==> src/logic/adcirq_pkg.sv <==
package adcirq_pkg;

  ////////////////////////////////////////////////////////////////////////
  // widths
  localparam int ADCIRQ_LINES = 4;
  localparam int ADCIRQ_AW = 6;
  localparam int ADCIRQ_DW = 32;
  localparam int ADCIRQ_TW = 16;

  ////////////////////////////////////////////////////////////////////////
  // register byte offsets
  localparam logic [5:0] ADCIRQ_OFS_PEND = 6'h00;
  localparam logic [5:0] ADCIRQ_OFS_PEND_CLR = 6'h04;
  localparam logic [5:0] ADCIRQ_OFS_OVF = 6'h08;
  localparam logic [5:0] ADCIRQ_OFS_OVF_CLR = 6'h0C;
  localparam logic [5:0] ADCIRQ_OFS_CONT = 6'h10;
  localparam logic [5:0] ADCIRQ_OFS_MODE = 6'h14;
  localparam logic [5:0] ADCIRQ_OFS_TRIM_ACT = 6'h18;
  localparam logic [5:0] ADCIRQ_OFS_STAT = 6'h1C;
  localparam logic [5:0] ADCIRQ_OFS_MASK = 6'h20;
  // four trim slots, one per mode index, from here in steps of four
  localparam logic [5:0] ADCIRQ_OFS_TRIM0 = 6'h30;

  ////////////////////////////////////////////////////////////////////////
  // field positions
  localparam int ADCIRQ_MODE_RES16_BIT = 0;
  localparam int ADCIRQ_MODE_DIFF_BIT = 1;
  localparam int ADCIRQ_STAT_FIRE_POS = 0;
  localparam int ADCIRQ_STAT_OVF_POS = 4;

  ////////////////////////////////////////////////////////////////////////
  // reset values
  localparam logic [3:0] ADCIRQ_CONT_RST = 4'h0;
  localparam logic [3:0] ADCIRQ_MASK_RST = 4'h0;
  // mode index 0 is 12-bit single-ended
  localparam logic [1:0] ADCIRQ_MODE_RST = 2'h0;
  // slot defaults, index = {diff, res16}
  localparam logic [3:0][15:0] ADCIRQ_TRIM_RST =
    {16'h0003, 16'h0002, 16'h0001, 16'h0000};

  ////////////////////////////////////////////////////////////////////////
  // types
  typedef logic [3:0] adcirq_lines_t;
  typedef logic [1:0] adcirq_mode_t;
  typedef logic [7:0] adcirq_stat_t;
  typedef enum logic {ADCIRQ_BUS_IDLE, ADCIRQ_BUS_ANSWER} adcirq_bus_e;

endpackage

==> src/logic/adcirq_line_if.sv <==
`timescale 1ns/1ps
interface adcirq_line_if;
  import adcirq_pkg::*;
  adcirq_lines_t conv_ev;
  adcirq_lines_t clr_pend;
  adcirq_lines_t clr_ovf;
  adcirq_lines_t cont;
  adcirq_lines_t pend;
  adcirq_lines_t ovf;
  adcirq_lines_t fire;
  adcirq_lines_t new_ovf;
  modport flags (
    input conv_ev, clr_pend, clr_ovf, cont,
    output pend, ovf, fire, new_ovf
  );
  modport ctrl (
    output conv_ev, clr_pend, clr_ovf, cont,
    input pend, ovf, fire, new_ovf
  );
endinterface

==> src/logic/adcirq_flags.sv <==
`timescale 1ns/1ps
module adcirq_flags (
  // clock and reset
  input wire logic clk,
  input wire logic reset,
  // control side
  adcirq_line_if.flags lines,
  // interrupt pulses per line
  output adcirq_pkg::adcirq_lines_t conv_irq_line
);
  import adcirq_pkg::*;

  adcirq_lines_t pend_q;
  adcirq_lines_t ovf_q;
  adcirq_lines_t fire_q;

  assign lines.pend = pend_q;
  assign lines.ovf = ovf_q;
  assign conv_irq_line = fire_q;

  //////////////////////////////////////////////////////////////////////////
  genvar i;
  for (i = 0; i < ADCIRQ_LINES; i++)
  begin : g_line
    logic hit_pend;
    assign hit_pend = lines.conv_ev[i] & pend_q[i];
    assign lines.fire[i] =
      lines.conv_ev[i] & (lines.cont[i] | ~pend_q[i]);
    assign lines.new_ovf[i] = hit_pend;

    // a new event beats a clear in the same cycle
    always_ff @(posedge clk or posedge reset)
    begin
      if (reset)
        pend_q[i] <= 1'b0;
      else
        pend_q[i] <= (pend_q[i] & ~lines.clr_pend[i])
          | lines.conv_ev[i];
    end

    always_ff @(posedge clk or posedge reset)
    begin
      if (reset)
        ovf_q[i] <= 1'b0;
      else
        ovf_q[i] <= (ovf_q[i] & ~lines.clr_ovf[i]) | hit_pend;
    end

    always_ff @(posedge clk or posedge reset)
    begin
      if (reset)
        fire_q[i] <= 1'b0;
      else
        fire_q[i] <= lines.fire[i];
    end

  end
endmodule // adcirq_flags

==> src/logic/adcirq_top.sv <==
// Added by the designer: register access over Avalon-MM and the address map.
`timescale 1ns/1ps
// Behaviour
// - continue setting keeps line interrupts firing
// - without continue, pending flag blocks line
// - write one to pending clear clears
// - lost event sets readable overflow flag
// - write one to overflow clear clears
// - offset trim follows resolution and signalling
// - reset selects 12-bit single-ended trim
module adcirq_top (
  // clock and reset
  input wire logic clk,
  input wire logic reset,
  // avalon-mm slave
  input wire logic [adcirq_pkg::ADCIRQ_AW-1:0] avs_address,
  input wire logic avs_read,
  input wire logic avs_write,
  input wire logic [adcirq_pkg::ADCIRQ_DW-1:0] avs_writedata,
  input wire logic [3:0] avs_byteenable,
  output logic [adcirq_pkg::ADCIRQ_DW-1:0] avs_readdata,
  output logic avs_waitrequest,
  // converter events and interrupt lines
  input wire adcirq_pkg::adcirq_lines_t conv_event,
  output adcirq_pkg::adcirq_lines_t conv_irq_line,
  output logic irq,
  // analog trim and mode
  output logic [adcirq_pkg::ADCIRQ_TW-1:0] offset_trim,
  output logic res_16bit,
  output logic diff_mode
);
  import adcirq_pkg::*;

  //////////////////////////////////////////////////////////////////////////
  // decoding helpers

  function automatic logic [31:0] lane_mask(input logic [3:0] be);
    logic [31:0] m;
    m = 32'h0000_0000;
    for (int b = 0; b < 4; b++)
      m[b*8 +: 8] = {8{be[b]}};
    return m;
  endfunction

  // {hit, slot} for the four trim slots
  function automatic logic [2:0] trim_slot(input logic [5:0] a);
    logic [5:0] rel;
    rel = a - ADCIRQ_OFS_TRIM0;
    trim_slot = {(a >= ADCIRQ_OFS_TRIM0) && (rel[5:4] == 2'h0)
                 && (rel[1:0] == 2'h0), rel[3:2]};
  endfunction

  //////////////////////////////////////////////////////////////////////////
  // declarations

  adcirq_line_if lif ();

  adcirq_bus_e bus_q;
  logic waitreq_q;
  logic [31:0] readdata_q;
  logic [31:0] rdata_d;
  logic [31:0] wmask;
  logic [31:0] wd;
  logic wr_go;
  logic rd_go;
  logic [2:0] wslot;
  logic [2:0] rslot;

  adcirq_lines_t cont_q;
  adcirq_mode_t mode_q;
  logic [3:0][15:0] trim_tab_q;
  logic [15:0] trim_q;
  adcirq_stat_t stat_q;
  adcirq_stat_t stat_d;
  adcirq_stat_t stat_clr;
  adcirq_stat_t mask_q;
  logic irq_q;

  //////////////////////////////////////////////////////////////////////////
  // flag engine

  adcirq_flags u_flags (
    .clk(clk),
    .reset(reset),
    .lines(lif.flags),
    .conv_irq_line(conv_irq_line)
  );

  assign lif.conv_ev = conv_event;
  assign lif.cont = cont_q;

  //////////////////////////////////////////////////////////////////////////
  // avalon-mm handshake: one wait cycle, then the answer edge

  assign wmask = lane_mask(avs_byteenable);
  assign wd = avs_writedata & wmask;
  // writes act only on the edge where waitrequest is seen low
  assign wr_go = avs_write && (bus_q == ADCIRQ_BUS_ANSWER);
  assign rd_go = avs_read && (bus_q == ADCIRQ_BUS_IDLE);
  assign wslot = trim_slot(avs_address);
  assign rslot = trim_slot(avs_address);

  always_ff @(posedge clk or posedge reset)
  begin
    if (reset)
      bus_q <= ADCIRQ_BUS_IDLE;
    else
      case (bus_q)
        ADCIRQ_BUS_IDLE:
          if (avs_read || avs_write)
            bus_q <= ADCIRQ_BUS_ANSWER;
        ADCIRQ_BUS_ANSWER:
          bus_q <= ADCIRQ_BUS_IDLE;
        default:
          bus_q <= ADCIRQ_BUS_IDLE;
      endcase
  end

  always_ff @(posedge clk or posedge reset)
  begin
    if (reset)
      waitreq_q <= 1'b1;
    else if (bus_q == ADCIRQ_BUS_IDLE && (avs_read || avs_write))
      waitreq_q <= 1'b0;
    else
      waitreq_q <= 1'b1;
  end

  // read data is caught on the first edge and stands through the answer
  always_comb
  begin
    rdata_d = 32'h0000_0000;
    case (avs_address)
      ADCIRQ_OFS_PEND: rdata_d[3:0] = lif.pend;
      ADCIRQ_OFS_OVF: rdata_d[3:0] = lif.ovf;
      ADCIRQ_OFS_CONT: rdata_d[3:0] = cont_q;
      ADCIRQ_OFS_MODE: rdata_d[1:0] = mode_q;
      ADCIRQ_OFS_TRIM_ACT: rdata_d[15:0] = trim_q;
      ADCIRQ_OFS_STAT: rdata_d[7:0] = stat_q;
      ADCIRQ_OFS_MASK: rdata_d[7:0] = mask_q;
      default:
        if (rslot[2])
          rdata_d[15:0] = trim_tab_q[rslot[1:0]];
    endcase
  end

  always_ff @(posedge clk or posedge reset)
  begin
    if (reset)
      readdata_q <= 32'h0000_0000;
    else if (rd_go)
      readdata_q <= rdata_d;
  end

  assign avs_waitrequest = waitreq_q;
  assign avs_readdata = readdata_q;

  //////////////////////////////////////////////////////////////////////////
  // clear strobes, one-shot on the answer edge

  assign lif.clr_pend = (wr_go && avs_address == ADCIRQ_OFS_PEND_CLR)
                        ? wd[3:0] : 4'h0;
  assign lif.clr_ovf = (wr_go && avs_address == ADCIRQ_OFS_OVF_CLR)
                       ? wd[3:0] : 4'h0;

  //////////////////////////////////////////////////////////////////////////
  // control registers

  always_ff @(posedge clk or posedge reset)
  begin
    if (reset)
      cont_q <= ADCIRQ_CONT_RST;
    else if (wr_go && avs_address == ADCIRQ_OFS_CONT)
      cont_q <= (cont_q & ~wmask[3:0]) | wd[3:0];
  end

  always_ff @(posedge clk or posedge reset)
  begin
    if (reset)
      mode_q <= ADCIRQ_MODE_RST;
    else if (wr_go && avs_address == ADCIRQ_OFS_MODE)
      mode_q <= (mode_q & ~wmask[1:0]) | wd[1:0];
  end

  always_ff @(posedge clk or posedge reset)
  begin
    if (reset)
      mask_q <= {ADCIRQ_MASK_RST, ADCIRQ_MASK_RST};
    else if (wr_go && avs_address == ADCIRQ_OFS_MASK)
      mask_q <= (mask_q & ~wmask[7:0]) | wd[7:0];
  end

  always_ff @(posedge clk or posedge reset)
  begin
    if (reset)
      trim_tab_q <= ADCIRQ_TRIM_RST;
    else if (wr_go && wslot[2])
      trim_tab_q[wslot[1:0]] <=
        (trim_tab_q[wslot[1:0]] & ~wmask[15:0]) | wd[15:0];
  end

  //////////////////////////////////////////////////////////////////////////
  // offset trim: reselected every cycle, so a mode change or slot
  // rewrite reaches the converter one clock later

  always_ff @(posedge clk or posedge reset)
  begin
    if (reset)
      trim_q <= ADCIRQ_TRIM_RST[ADCIRQ_MODE_RST];
    else
      trim_q <= trim_tab_q[mode_q];
  end

  always_ff @(posedge clk or posedge reset)
  begin
    if (reset)
    begin
      res_16bit <= ADCIRQ_MODE_RST[ADCIRQ_MODE_RES16_BIT];
      diff_mode <= ADCIRQ_MODE_RST[ADCIRQ_MODE_DIFF_BIT];
    end
    else
    begin
      res_16bit <= mode_q[ADCIRQ_MODE_RES16_BIT];
      diff_mode <= mode_q[ADCIRQ_MODE_DIFF_BIT];
    end
  end

  assign offset_trim = trim_q;

  //////////////////////////////////////////////////////////////////////////
  // interrupt status, mask and output

  assign stat_clr = (wr_go && avs_address == ADCIRQ_OFS_STAT)
                    ? wd[7:0] : 8'h00;

  // new events win over a write-one clear in the same cycle
  always_comb
  begin
    stat_d = stat_q & ~stat_clr;
    stat_d[ADCIRQ_STAT_FIRE_POS +: 4] =
      stat_d[ADCIRQ_STAT_FIRE_POS +: 4] | lif.fire;
    stat_d[ADCIRQ_STAT_OVF_POS +: 4] =
      stat_d[ADCIRQ_STAT_OVF_POS +: 4] | lif.new_ovf;
  end

  always_ff @(posedge clk or posedge reset)
  begin
    if (reset)
      stat_q <= 8'h00;
    else
      stat_q <= stat_d;
  end

  // registered one cycle behind status so the pin is glitch free
  always_ff @(posedge clk or posedge reset)
  begin
    if (reset)
      irq_q <= 1'b0;
    else
      irq_q <= |(stat_q & mask_q);
  end

  assign irq = irq_q;
endmodule // adcirq_top

==> config.mk <==
export PLATFORM = sky130hd
export DESIGN_NAME = adcirq_top
export DESIGN_NICKNAME = d
export VERILOG_FILES = /design/src/logic/adcirq_pkg.sv /design/src/logic/adcirq_line_if.sv /design/src/logic/adcirq_flags.sv /design/src/logic/adcirq_top.sv
export SDC_FILE = /design/constraint.sdc
export NUM_CORES = 1
export LEC_CHECK = 0
export ABC_AREA = 1
export BUFFER_PORTS_ARGS = -buffer_cell sky130_fd_sc_hd__buf_4
export CAP_MARGIN = 10
export CORE_MARGIN = 5
export CORE_UTILIZATION = 52
export CTS_CLUSTER_SIZE = 40
export DETAILED_ROUTE_END_ITERATION = 8
export PLACE_DENSITY = 0.78
export SYNTH_ARGS = -nofsm -noshare
export SYNTH_HDL_FRONTEND = slang
export SYNTH_SLANG_ARGS = --single-unit
==> constraint.sdc <==
create_clock -name clk -period 4.2 [get_ports clk]
set_clock_uncertainty 0.1 [all_clocks]
set_input_delay 0.63 -clock clk [delete_from_list [all_inputs] [get_ports clk]]
set_output_delay 0.63 -clock clk [all_outputs]
set_load 0.005 [all_outputs]
==> flow_summary.json, run 1 <==
{
  "cts_tree": "done",
  "ctsHoldBuffers": 0,
  "cts_buffers": 17,
  "slew_headroom_pct": 19.8,
  "power.density_mw_per_mm2": 418,
  "drt-total-wl_um": 19000,
  "hp-class": "in2async",
  "port_buffers": 71,
  "crit_start": "avs_address[1]",
  "hold_slack_ns": 0.298,
  "slew_viol_final": 0,
  "cts_root_buf": "clkbuf_16",
  "synth_cells": 871,
  "ant_nets": 0,
  "slowest_delay_ns": 0.67,
  "grt_usage_pct": 24.8,
  "grt_overflow_total": 0,
  "drtIter0Drc": 856,
  "die_w_um": 124,
  "min_period_ns": 2.34,
  "multi_input_area_mm2": 0.00294,
  "synth_most_common_cell": "nand2_1",
  "synth_area_mm2": 0.00679,
  "grt_max_degree": 136,
  "core_area_mm2": 0.0127,
  "nets": 984,
  "synth_top_area_cell": "dfrtp_1",
  "regToRegSetupSlack_ns": 1.94,
  "synth_edf_count": 0,
  "power.total_uw": 3300,
  "route.detailed.drc": 0,
  "r2r-end": "offset_trim[13]",
  "viasPerCell": 5.56,
  "worstPathCellList": "buf_4 > nor2_2 > nand4_1 > mux2_2",
  "clock_latency_ns": 0.42,
  "syn_avg_cell_area_um2": 7.79,
  "max_cap_viol_count": 0,
  "grt_pass1_wl_um": 30800,
  "start_util_pct": 53.3,
  "register_area_mm2": 0.00338,
  "antenna_found_initial": 0,
  "n_antenna_cell": 0,
  "crit_type": "in2reg",
  "ys_seq_elements": 135,
  "syn_to_final_growth_pct": 16.2,
  "finalSetupViolations": 0,
  "dp_hpwl_um": 12700,
  "required_ns": 4.41,
  "post-route-period-util_pct": 55.7,
  "dr.pass1.iters": 6,
  "wl_per_cell_um": 17.0,
  "num-fill-cells": 1149,
  "status": "finished, final reports clean",
  "ir_drop_mv": 0.305,
  "boundaryPins": 106,
  "cts_max_path_buffers": 2,
  "grt_setup_unrepaired": "no",
  "synth_top_cells_by_count": "nand2_1, dfrtp_1, o21ai_0",
  "gp_congestion": 0.920,
  "reg2reg_depth": 4,
  "vias": 6221,
  "final_util_pct": 62.0,
  "synthTopCellsByArea": "dfrtp_1, nand2_1, o21ai_0",
  "fin_setup_tns_ns": 0,
  "synthArstFlopShare_pct": 100,
  "leakagePower_uw": 0.00418,
  "yosysWarnings": 0,
  "drive_above_1_share_pct": 15.9,
  "worst_path_max_delay_cell": "nand4_1",
  "grt_pass1_vias": 5900,
  "setup.worst_path.start_class": "primary input",
  "cts_resized": 0,
  "dieArea_mm2": 0.0154,
  "crit_fanout": 18,
  "post-cts-setup-buffers": 0,
  "endpoint_kind": "flip-flop",
  "tightest_slew_ns": 1.20,
  "arrival_ns": 2.55,
  "die_h_um": 124,
  "hold_viol": 0,
  "ys.flop_type": "dfrtp_1",
  "ys_seq_area_share_pct": 49.9,
  "yosys.area.top_type_share_pct": 47.9,
  "cts.sinks": 135,
  "htree_levels": 4,
  "fin_area_mm2": 0.00789,
  "clk_pin_slew_ns": 0.05,
  "fmax_ghz": 0.427,
  "post_dp_cell_area_mm2": 0.00734,
  "rows": 41,
  "yosysUniqueCellTypes": 29
}
-- worst min path at each step --
stage	end	slack, ns	cells past startpoint
after floorplan	res_16bit	0.25	0
after global placement	trim_tab_q[49]	0.36	2
after detailed placement	trim_tab_q[49]	0.36	2
after CTS	u_flags.lines.pend[2]	0.32	3
after global routing	u_flags.lines.pend[1]	0.33	3
final	trim_tab_q[37]	0.30	3
-- metrics by stage --
step / instances / setup slack (ns)
floorplan: 886 / 1.79
global route: 1119 / 1.77
global placement: 1087 / 1.52
CTS: 1119 / 1.96
detailed placement: 1087 / 1.53
finish: 1119 / 1.86
-- power by group --
group	switching, µW	leakage, µW	internal [µW]
logic	264	0.00222	171
clock network	518	0.000271	845
registers	79.4	0.00169	1420
-- layout make-up --
| type | count | area share [%] |
|---|---|---|
| flip-flops and latches | 135 | 42.9 |
| clock buffers | 29 | 6.72 |
| well taps | 172 | 2.73 |
| multi-input cells | 648 | 37.3 |
| inverters | 55 | 2.66 |
| repair buffers | 77 | 7.49 |
| clock inverters | 3 | 0.190 |
-- cell families (layout without fill, tap and decap cells) --
| kind of cell | Yosys count | count (layout) | share of synthesized area (%) |
|---|---|---|---|
| AOI/OAI and AO/OA | 150 | 150 | 11.4 |
| buffers and inverters | 103 | 164 | 7.60 |
| DFF | 135 | 135 | 49.9 |
| muxes | 4 | 4 | 0.664 |
| other | 1 | 16 | 0.0553 |
| and+or+nand+nor | 478 | 478 | 30.4 |
-- placed cells by master, fill, tap and decap left out, types with 2 or more instances in the layout --
cell,count
conb_1,16
nand4_1,16
o22ai_1,9
nand2_4,2
nor2_1,68
nand3_1,52
clkbuf_1,6
clkinv_2,3
buf_4,76
a221oi_1,2
dfstp_2,5
clkbuf_8,6
or2_2,11
nor2_8,3
o21ai_2,2
o21ai_1,5
a21oi_1,46
inv_1,47
nand2_1,311
o21ai_0,86
mux2_2,4
nor2_2,2
nand2_2,5
dfrtp_1,130
nor3_1,2
inv_2,7
nor2_4,5
clkbuf_16,17
-- metal layers --
layer  vias up  share of wire, %  track usage (%)
met5         -                 0                0
met4         0               2.5             10.4
met3        42               9.2             5.79
met2       331                47             38.8
met1      2942                41             33.2
li1       2906                 -                -
-- critical path, delay by kind of cell --
kind / cells / cell delay [ns]
buffers and inverters: 1 / 0.11
muxes: 1 / 0.48
and+or+nand+nor: 2 / 1.31
No activity file was read; power rests on OpenSTA's default activity.
==> run 2: changes to the inputs <==
clock period = 2.12 ns   (was 4.2 ns; I/O delays follow)
==> flow_summary.json, run 2 (synthesis gave the netlist of run 1 again) <==
{
  "cts_buffers": 17,
  "drive_above_1_share_pct": 17.2,
  "slew_headroom_pct": 59.8,
  "path_common_cell": "nand2_1",
  "ir_drop_mv": 0.586,
  "grt_pass1_vias": 6042,
  "power.density_mw_per_mm2": 801,
  "num-fill-cells": 1115,
  "grt_max_degree": 40,
  "nets": 1002,
  "path_buf_inv": 2,
  "syn_to_final_growth_pct": 18.3,
  "multi_input_area_mm2": 0.00294,
  "drt-total-wl_um": 19600,
  "ctsHoldBuffers": 1,
  "worst_path_max_delay_cell": "dfrtp_1",
  "status": "finished, final reports clean",
  "slowest_delay_ns": 0.36,
  "cts_tree": "done",
  "regToRegSetupSlack_ns": 0.44,
  "wl_per_cell_um": 17.3,
  "post-cts-setup-buffers": 0,
  "antenna_found_initial": 0,
  "fmax_ghz": 0.594,
  "crit_start": "bus_q",
  "core_area_mm2": 0.0127,
  "hp-class": "in2reg",
  "grt_setup_unrepaired": "no",
  "hold_end": "u_flags.lines.pend[0]",
  "drtIter0Drc": 752,
  "grt_pass1_wl_um": 31800,
  "setup.worst_path.start_class": "flip-flop",
  "arrival_ns": 1.90,
  "start_util_pct": 53.3,
  "p_sw_share_pct": 27.2,
  "worstPathCellList": "nand2_1 > inv_1 > nand2_4 > nor2_4 > inv_2 > nand2_1 > nand2_1",
  "r2r-end": "trim_tab_q[25]",
  "leakagePower_uw": 0.00427,
  "endpoint_kind": "flip-flop",
  "crit_fanout": 10,
  "final_cell_mix": "nand2_1, dfrtp_1, buf_4",
  "grt_overflow_total": 0,
  "layoutNonFillerInstCount": 1137,
  "min_from": "conv_event[0]",
  "hold_slack_ns": 0.0218,
  "rows": 41,
  "worstReg2RegStart": "bus_q",
  "required_ns": 2.33,
  "vias": 6284,
  "clk_pin_slew_ns": 0.05,
  "n_antenna_cell": 0,
  "htree_levels": 4,
  "clock_latency_ns": 0.42,
  "fin_setup_tns_ns": 0,
  "tightest_slew_ns": 0.601,
  "switching_power_uw": 1750,
  "die_w_um": 124,
  "dieArea_mm2": 0.0154,
  "max_cap_viol_count": 0,
  "route.detailed.drc": 0,
  "crit_type": "reg2reg",
  "min_period_ns": 1.68,
  "dp.cells": 1104,
  "viasPerCell": 5.53,
  "cts.sinks": 135,
  "ant_nets": 0,
  "slew_viol_final": 0,
  "die_h_um": 124,
  "port_buffers": 71,
  "boundaryPins": 106,
  "register_area_mm2": 0.00338,
  "dr.pass1.iters": 6,
  "power.internal_uw": 4680,
  "cts_max_path_buffers": 2,
  "grt_usage_pct": 25.8,
  "power.total_uw": 6430,
  "pwr-share-clk_pct": 39.8,
  "post-route-period-util_pct": 79.4,
  "power_frac_seq_pct": 46.3,
  "cts_resized": 0,
  "hold_depth": 3,
  "gp_congestion": 0.894,
  "hold_viol": 0,
  "dp_hpwl_um": 13700,
  "reg2reg_depth": 7,
  "p_comb_share_pct": 13.9,
  "finalSetupViolations": 0,
  "cpLargestDelayFamily": "simple AND/OR/NAND/NOR gates",
  "final_common_cell": "nand2_1",
  "cts_root_buf": "clkbuf_16"
}
==> run 2: changes by cell type in the layout (fill, tap and decap cells not counted) <==
cell | before | now
clkinv_2 | 3 | 6
clkbuf_1 | 6 | 8
dlygate4sd3_1 | 0 | 1
buf_4 | 76 | 89
buf_12 | 1 | 5
clkbuf_8 | 6 | 1
==> run 2: worst max path at each step <==
stage | slack (ns) | cells after the start | to
after floorplan | 0.03 | 1 | asynchronous set/reset pin
after global placement | 0.25 | 9 | avs_readdata[6]
after detailed placement | 0.22 | 9 | avs_readdata[6]
after CTS | 0.45 | 7 | trim_tab_q[25]
after global routing | 0.32 | 7 | trim_tab_q[17]
final | 0.44 | 7 | trim_tab_q[25]
==> run 2: per-layer routing <==
layer | vias up | part of all wire [%] | track usage [%]
li1 | 2950 | - | -
met1 | 2953 | 42 | 35.3
met2 | 331 | 45 | 38.1
met3 | 50 | 9.5 | 6.78
met4 | 0 | 3.2 | 12.6
met5 | - | 0 | 0
==> run 2: power by group through the flow <==
stage	logic [µW]	clock network, µW	registers, µW
after floorplan	509	0	2980
after global placement	865	0	3010
after detailed placement	884	0	3010
after CTS	890	2570	2970
after global routing	995	2700	3000
final	895	2560	2980
==> run 2: final cells by class <==
class / instances / area share, %
clock inverters: 6 / 0.374
inverters: 55 / 2.62
clock buffers: 26 / 5.84
multi-input cells: 648 / 36.6
well taps: 172 / 2.68
repair buffers: 95 / 9.69
flip-flops and latches: 135 / 42.1
==> run 2: worst register-to-register path, stage by stage (launching register included) <==
cell,delay [ns]
dfrtp_1,0.36
nand2_1,0.15
inv_1,0.17
nand2_4,0.15
nor2_4,0.31
inv_2,0.17
nand2_1,0.10
nand2_1,0.06
==> run 2: metrics by stage <==
stage	util (%)	setup WS [ns]	area, µm²
finish	63.1	0.437	8030
global route	63.1	0.318	8030
CTS	63.1	0.450	8030
detailed placement	59.1	0.216	7520
global placement	59.1	0.250	7520
floorplan	-	0.0269	6850
==> run 3: changes to the inputs <==
clock period = 1.4 ns   (was 2.12 ns; I/O delays follow)
==> flow_summary.json, run 3 (synthesis gave the netlist of run 1 again) <==
{
  "wl_met3_um": 2330,
  "grt_overflow_total": 0,
  "setup.worst_path.start_class": "flip-flop",
  "start_util_pct": 53.3,
  "cts_max_path_buffers": 2,
  "grt_usage_pct": 28.5,
  "wl_per_cell_um": 18.5,
  "fin_area_mm2": 0.00925,
  "violations": "hold timing, setup timing",
  "fmax_ghz": 0.686,
  "viasPerCell": 5.75,
  "topRoutingLayerUsed": "met4",
  "cts_tree": "done",
  "post-route-period-util_pct": 104,
  "worstReg2RegStart": "bus_q",
  "arrival_ns": 1.67,
  "wl_met1_um": 8830,
  "dp.cells": 1168,
  "final_cell_mix": "nand2_1, buf_4, dfrtp_1",
  "r2r-end": "trim_tab_q[30]",
  "hold_slack_ns": -0.00119,
  "status": "finished with violations",
  "clk_pin_slew_ns": 0.06,
  "drtIter0Drc": 1146,
  "register_area_mm2": 0.00338,
  "rows": 41,
  "ir_drop_mv": 0.899,
  "final_util_pct": 72.7,
  "dr_wl_met2_um": 10900,
  "layoutNonFillerInstCount": 1225,
  "cts_buffers": 17,
  "dr.pass1.iters": 5,
  "grt_pass1_vias": 6834,
  "power.density_mw_per_mm2": 1160,
  "n_antenna_cell": 0,
  "hp-class": "in2reg",
  "dieArea_mm2": 0.0154,
  "max_cap_viol_count": 0,
  "crit_fanout": 4,
  "ant_nets": 0,
  "antenna_found_initial": 0,
  "gp_congestion": 0.961,
  "hold_viol": 1,
  "num-fill-cells": 913,
  "power.total_uw": 10700,
  "syn_to_final_growth_pct": 36.3,
  "drive_above_1_share_pct": 30.7,
  "vias": 7040,
  "cts.sinks": 135,
  "slew_viol_final": 0,
  "finalWorstSetupSlack_ns": -0.0569,
  "post_dp_cell_area_mm2": 0.00806,
  "drt-total-wl_um": 22700,
  "grt_pass1_wl_um": 35300,
  "htree_levels": 4,
  "cts_root_buf": "clkbuf_16",
  "multi_input_area_mm2": 0.00323,
  "hold_depth": 3,
  "core_area_mm2": 0.0127,
  "crit_type": "reg2reg",
  "finalSetupViolations": 20,
  "final_common_cell": "nand2_1",
  "regToRegSetupSlack_ns": -0.06,
  "grt_max_degree": 56,
  "route.detailed.drc": 0,
  "leakagePower_uw": 0.00484,
  "reg2reg_depth": 9,
  "min_from": "avs_writedata[0]",
  "dp_hpwl_um": 15000,
  "port_buffers": 71,
  "nets": 1090,
  "min_period_ns": 1.46,
  "clock_latency_ns": 0.43,
  "endpoint_kind": "flip-flop",
  "die_w_um": 124,
  "die_h_um": 124,
  "boundaryPins": 106,
  "grt_setup_unrepaired": "yes",
  "required_ns": 1.62
}
[run 3: cell types whose count changed in the layout (fill, tap and decap cells not counted), sizes merged]
cell,delta
buf,+77
bufinv,+2
clkinvlp,+2
clkinv,-1
dlygate4sd3,+9
clkbuf,-1
[run 3: worst max path at each step]
stage,start,to,slack [ns],depth (start not counted)
6_report,bus_q,trim_tab_q[30],-0.06,9
5_1_grt,bus_q,flip-flop,-0.13,5
4_1_cts,bus_q,flip-flop,-0.01,5
3_5_place_dp,avs_address[2],avs_readdata[1],-0.28,11
3_3_place_gp,avs_address[2],avs_readdata[1],-0.27,11
2_1_floorplan,reset,asynchronous set/reset pin,-0.59,1
[run 3: report_power, final]
group | internal (µW) | switching (µW) | total, µW
logic | 743 | 965 | 1710
registers | 4260 | 275 | 4540
clock network | 2800 | 1660 | 4460
[run 3: critical path, cell delays in order (launching register included)]
cell and delay, ns:
dfrtp_1 0.39, nand2_4 0.10, inv_4 0.09, nand2_8 0.09
nor2_4 0.18, buf_6 0.14, buf_6 0.10, inv_6 0.04
nand2_2 0.05, nand2_1 0.04
[run 3: repair_timing]
item | in CTS | in global routing
hold endpoints to repair | 148 | 0
endpoints found under the setup margin | 90 | 104
hold buffers | 10 | 0
pin swaps | 2 | 37
gates resized for setup | 21 | 119
setup buffers | 2 | 9
gates cloned | 0 | 4
[run 3: cell type report]
type	instances	share of cell area (%)
Clock buffer	24	5.32
Clock inverter	8	1.03
Inverter	55	2.80
Multi-Input combinational cell	648	34.9
Sequential cell	135	36.6
Tap cell	172	2.33
Timing Repair Buffer	182	17.0
Timing Repair inverter	1	0.0947
[run 3: stage by stage]
stage | setup WS, ns | TNS (ns)
2_1_floorplan | -0.585 | -77.08
3_3_place_gp | -0.270 | -14.67
3_5_place_dp | -0.283 | -18.12
4_1_cts | -0.0116 | -0.0445
5_1_grt | -0.132 | -3.97
6_report | -0.0569 | -0.557
[run 3: per-layer routing]
layer	vias to the layer above	GRT usage, %
met4	0	12.4
met3	74	8.10
met2	495	45.7
met5	-	0
met1	3333	36.2
li1	3138	-
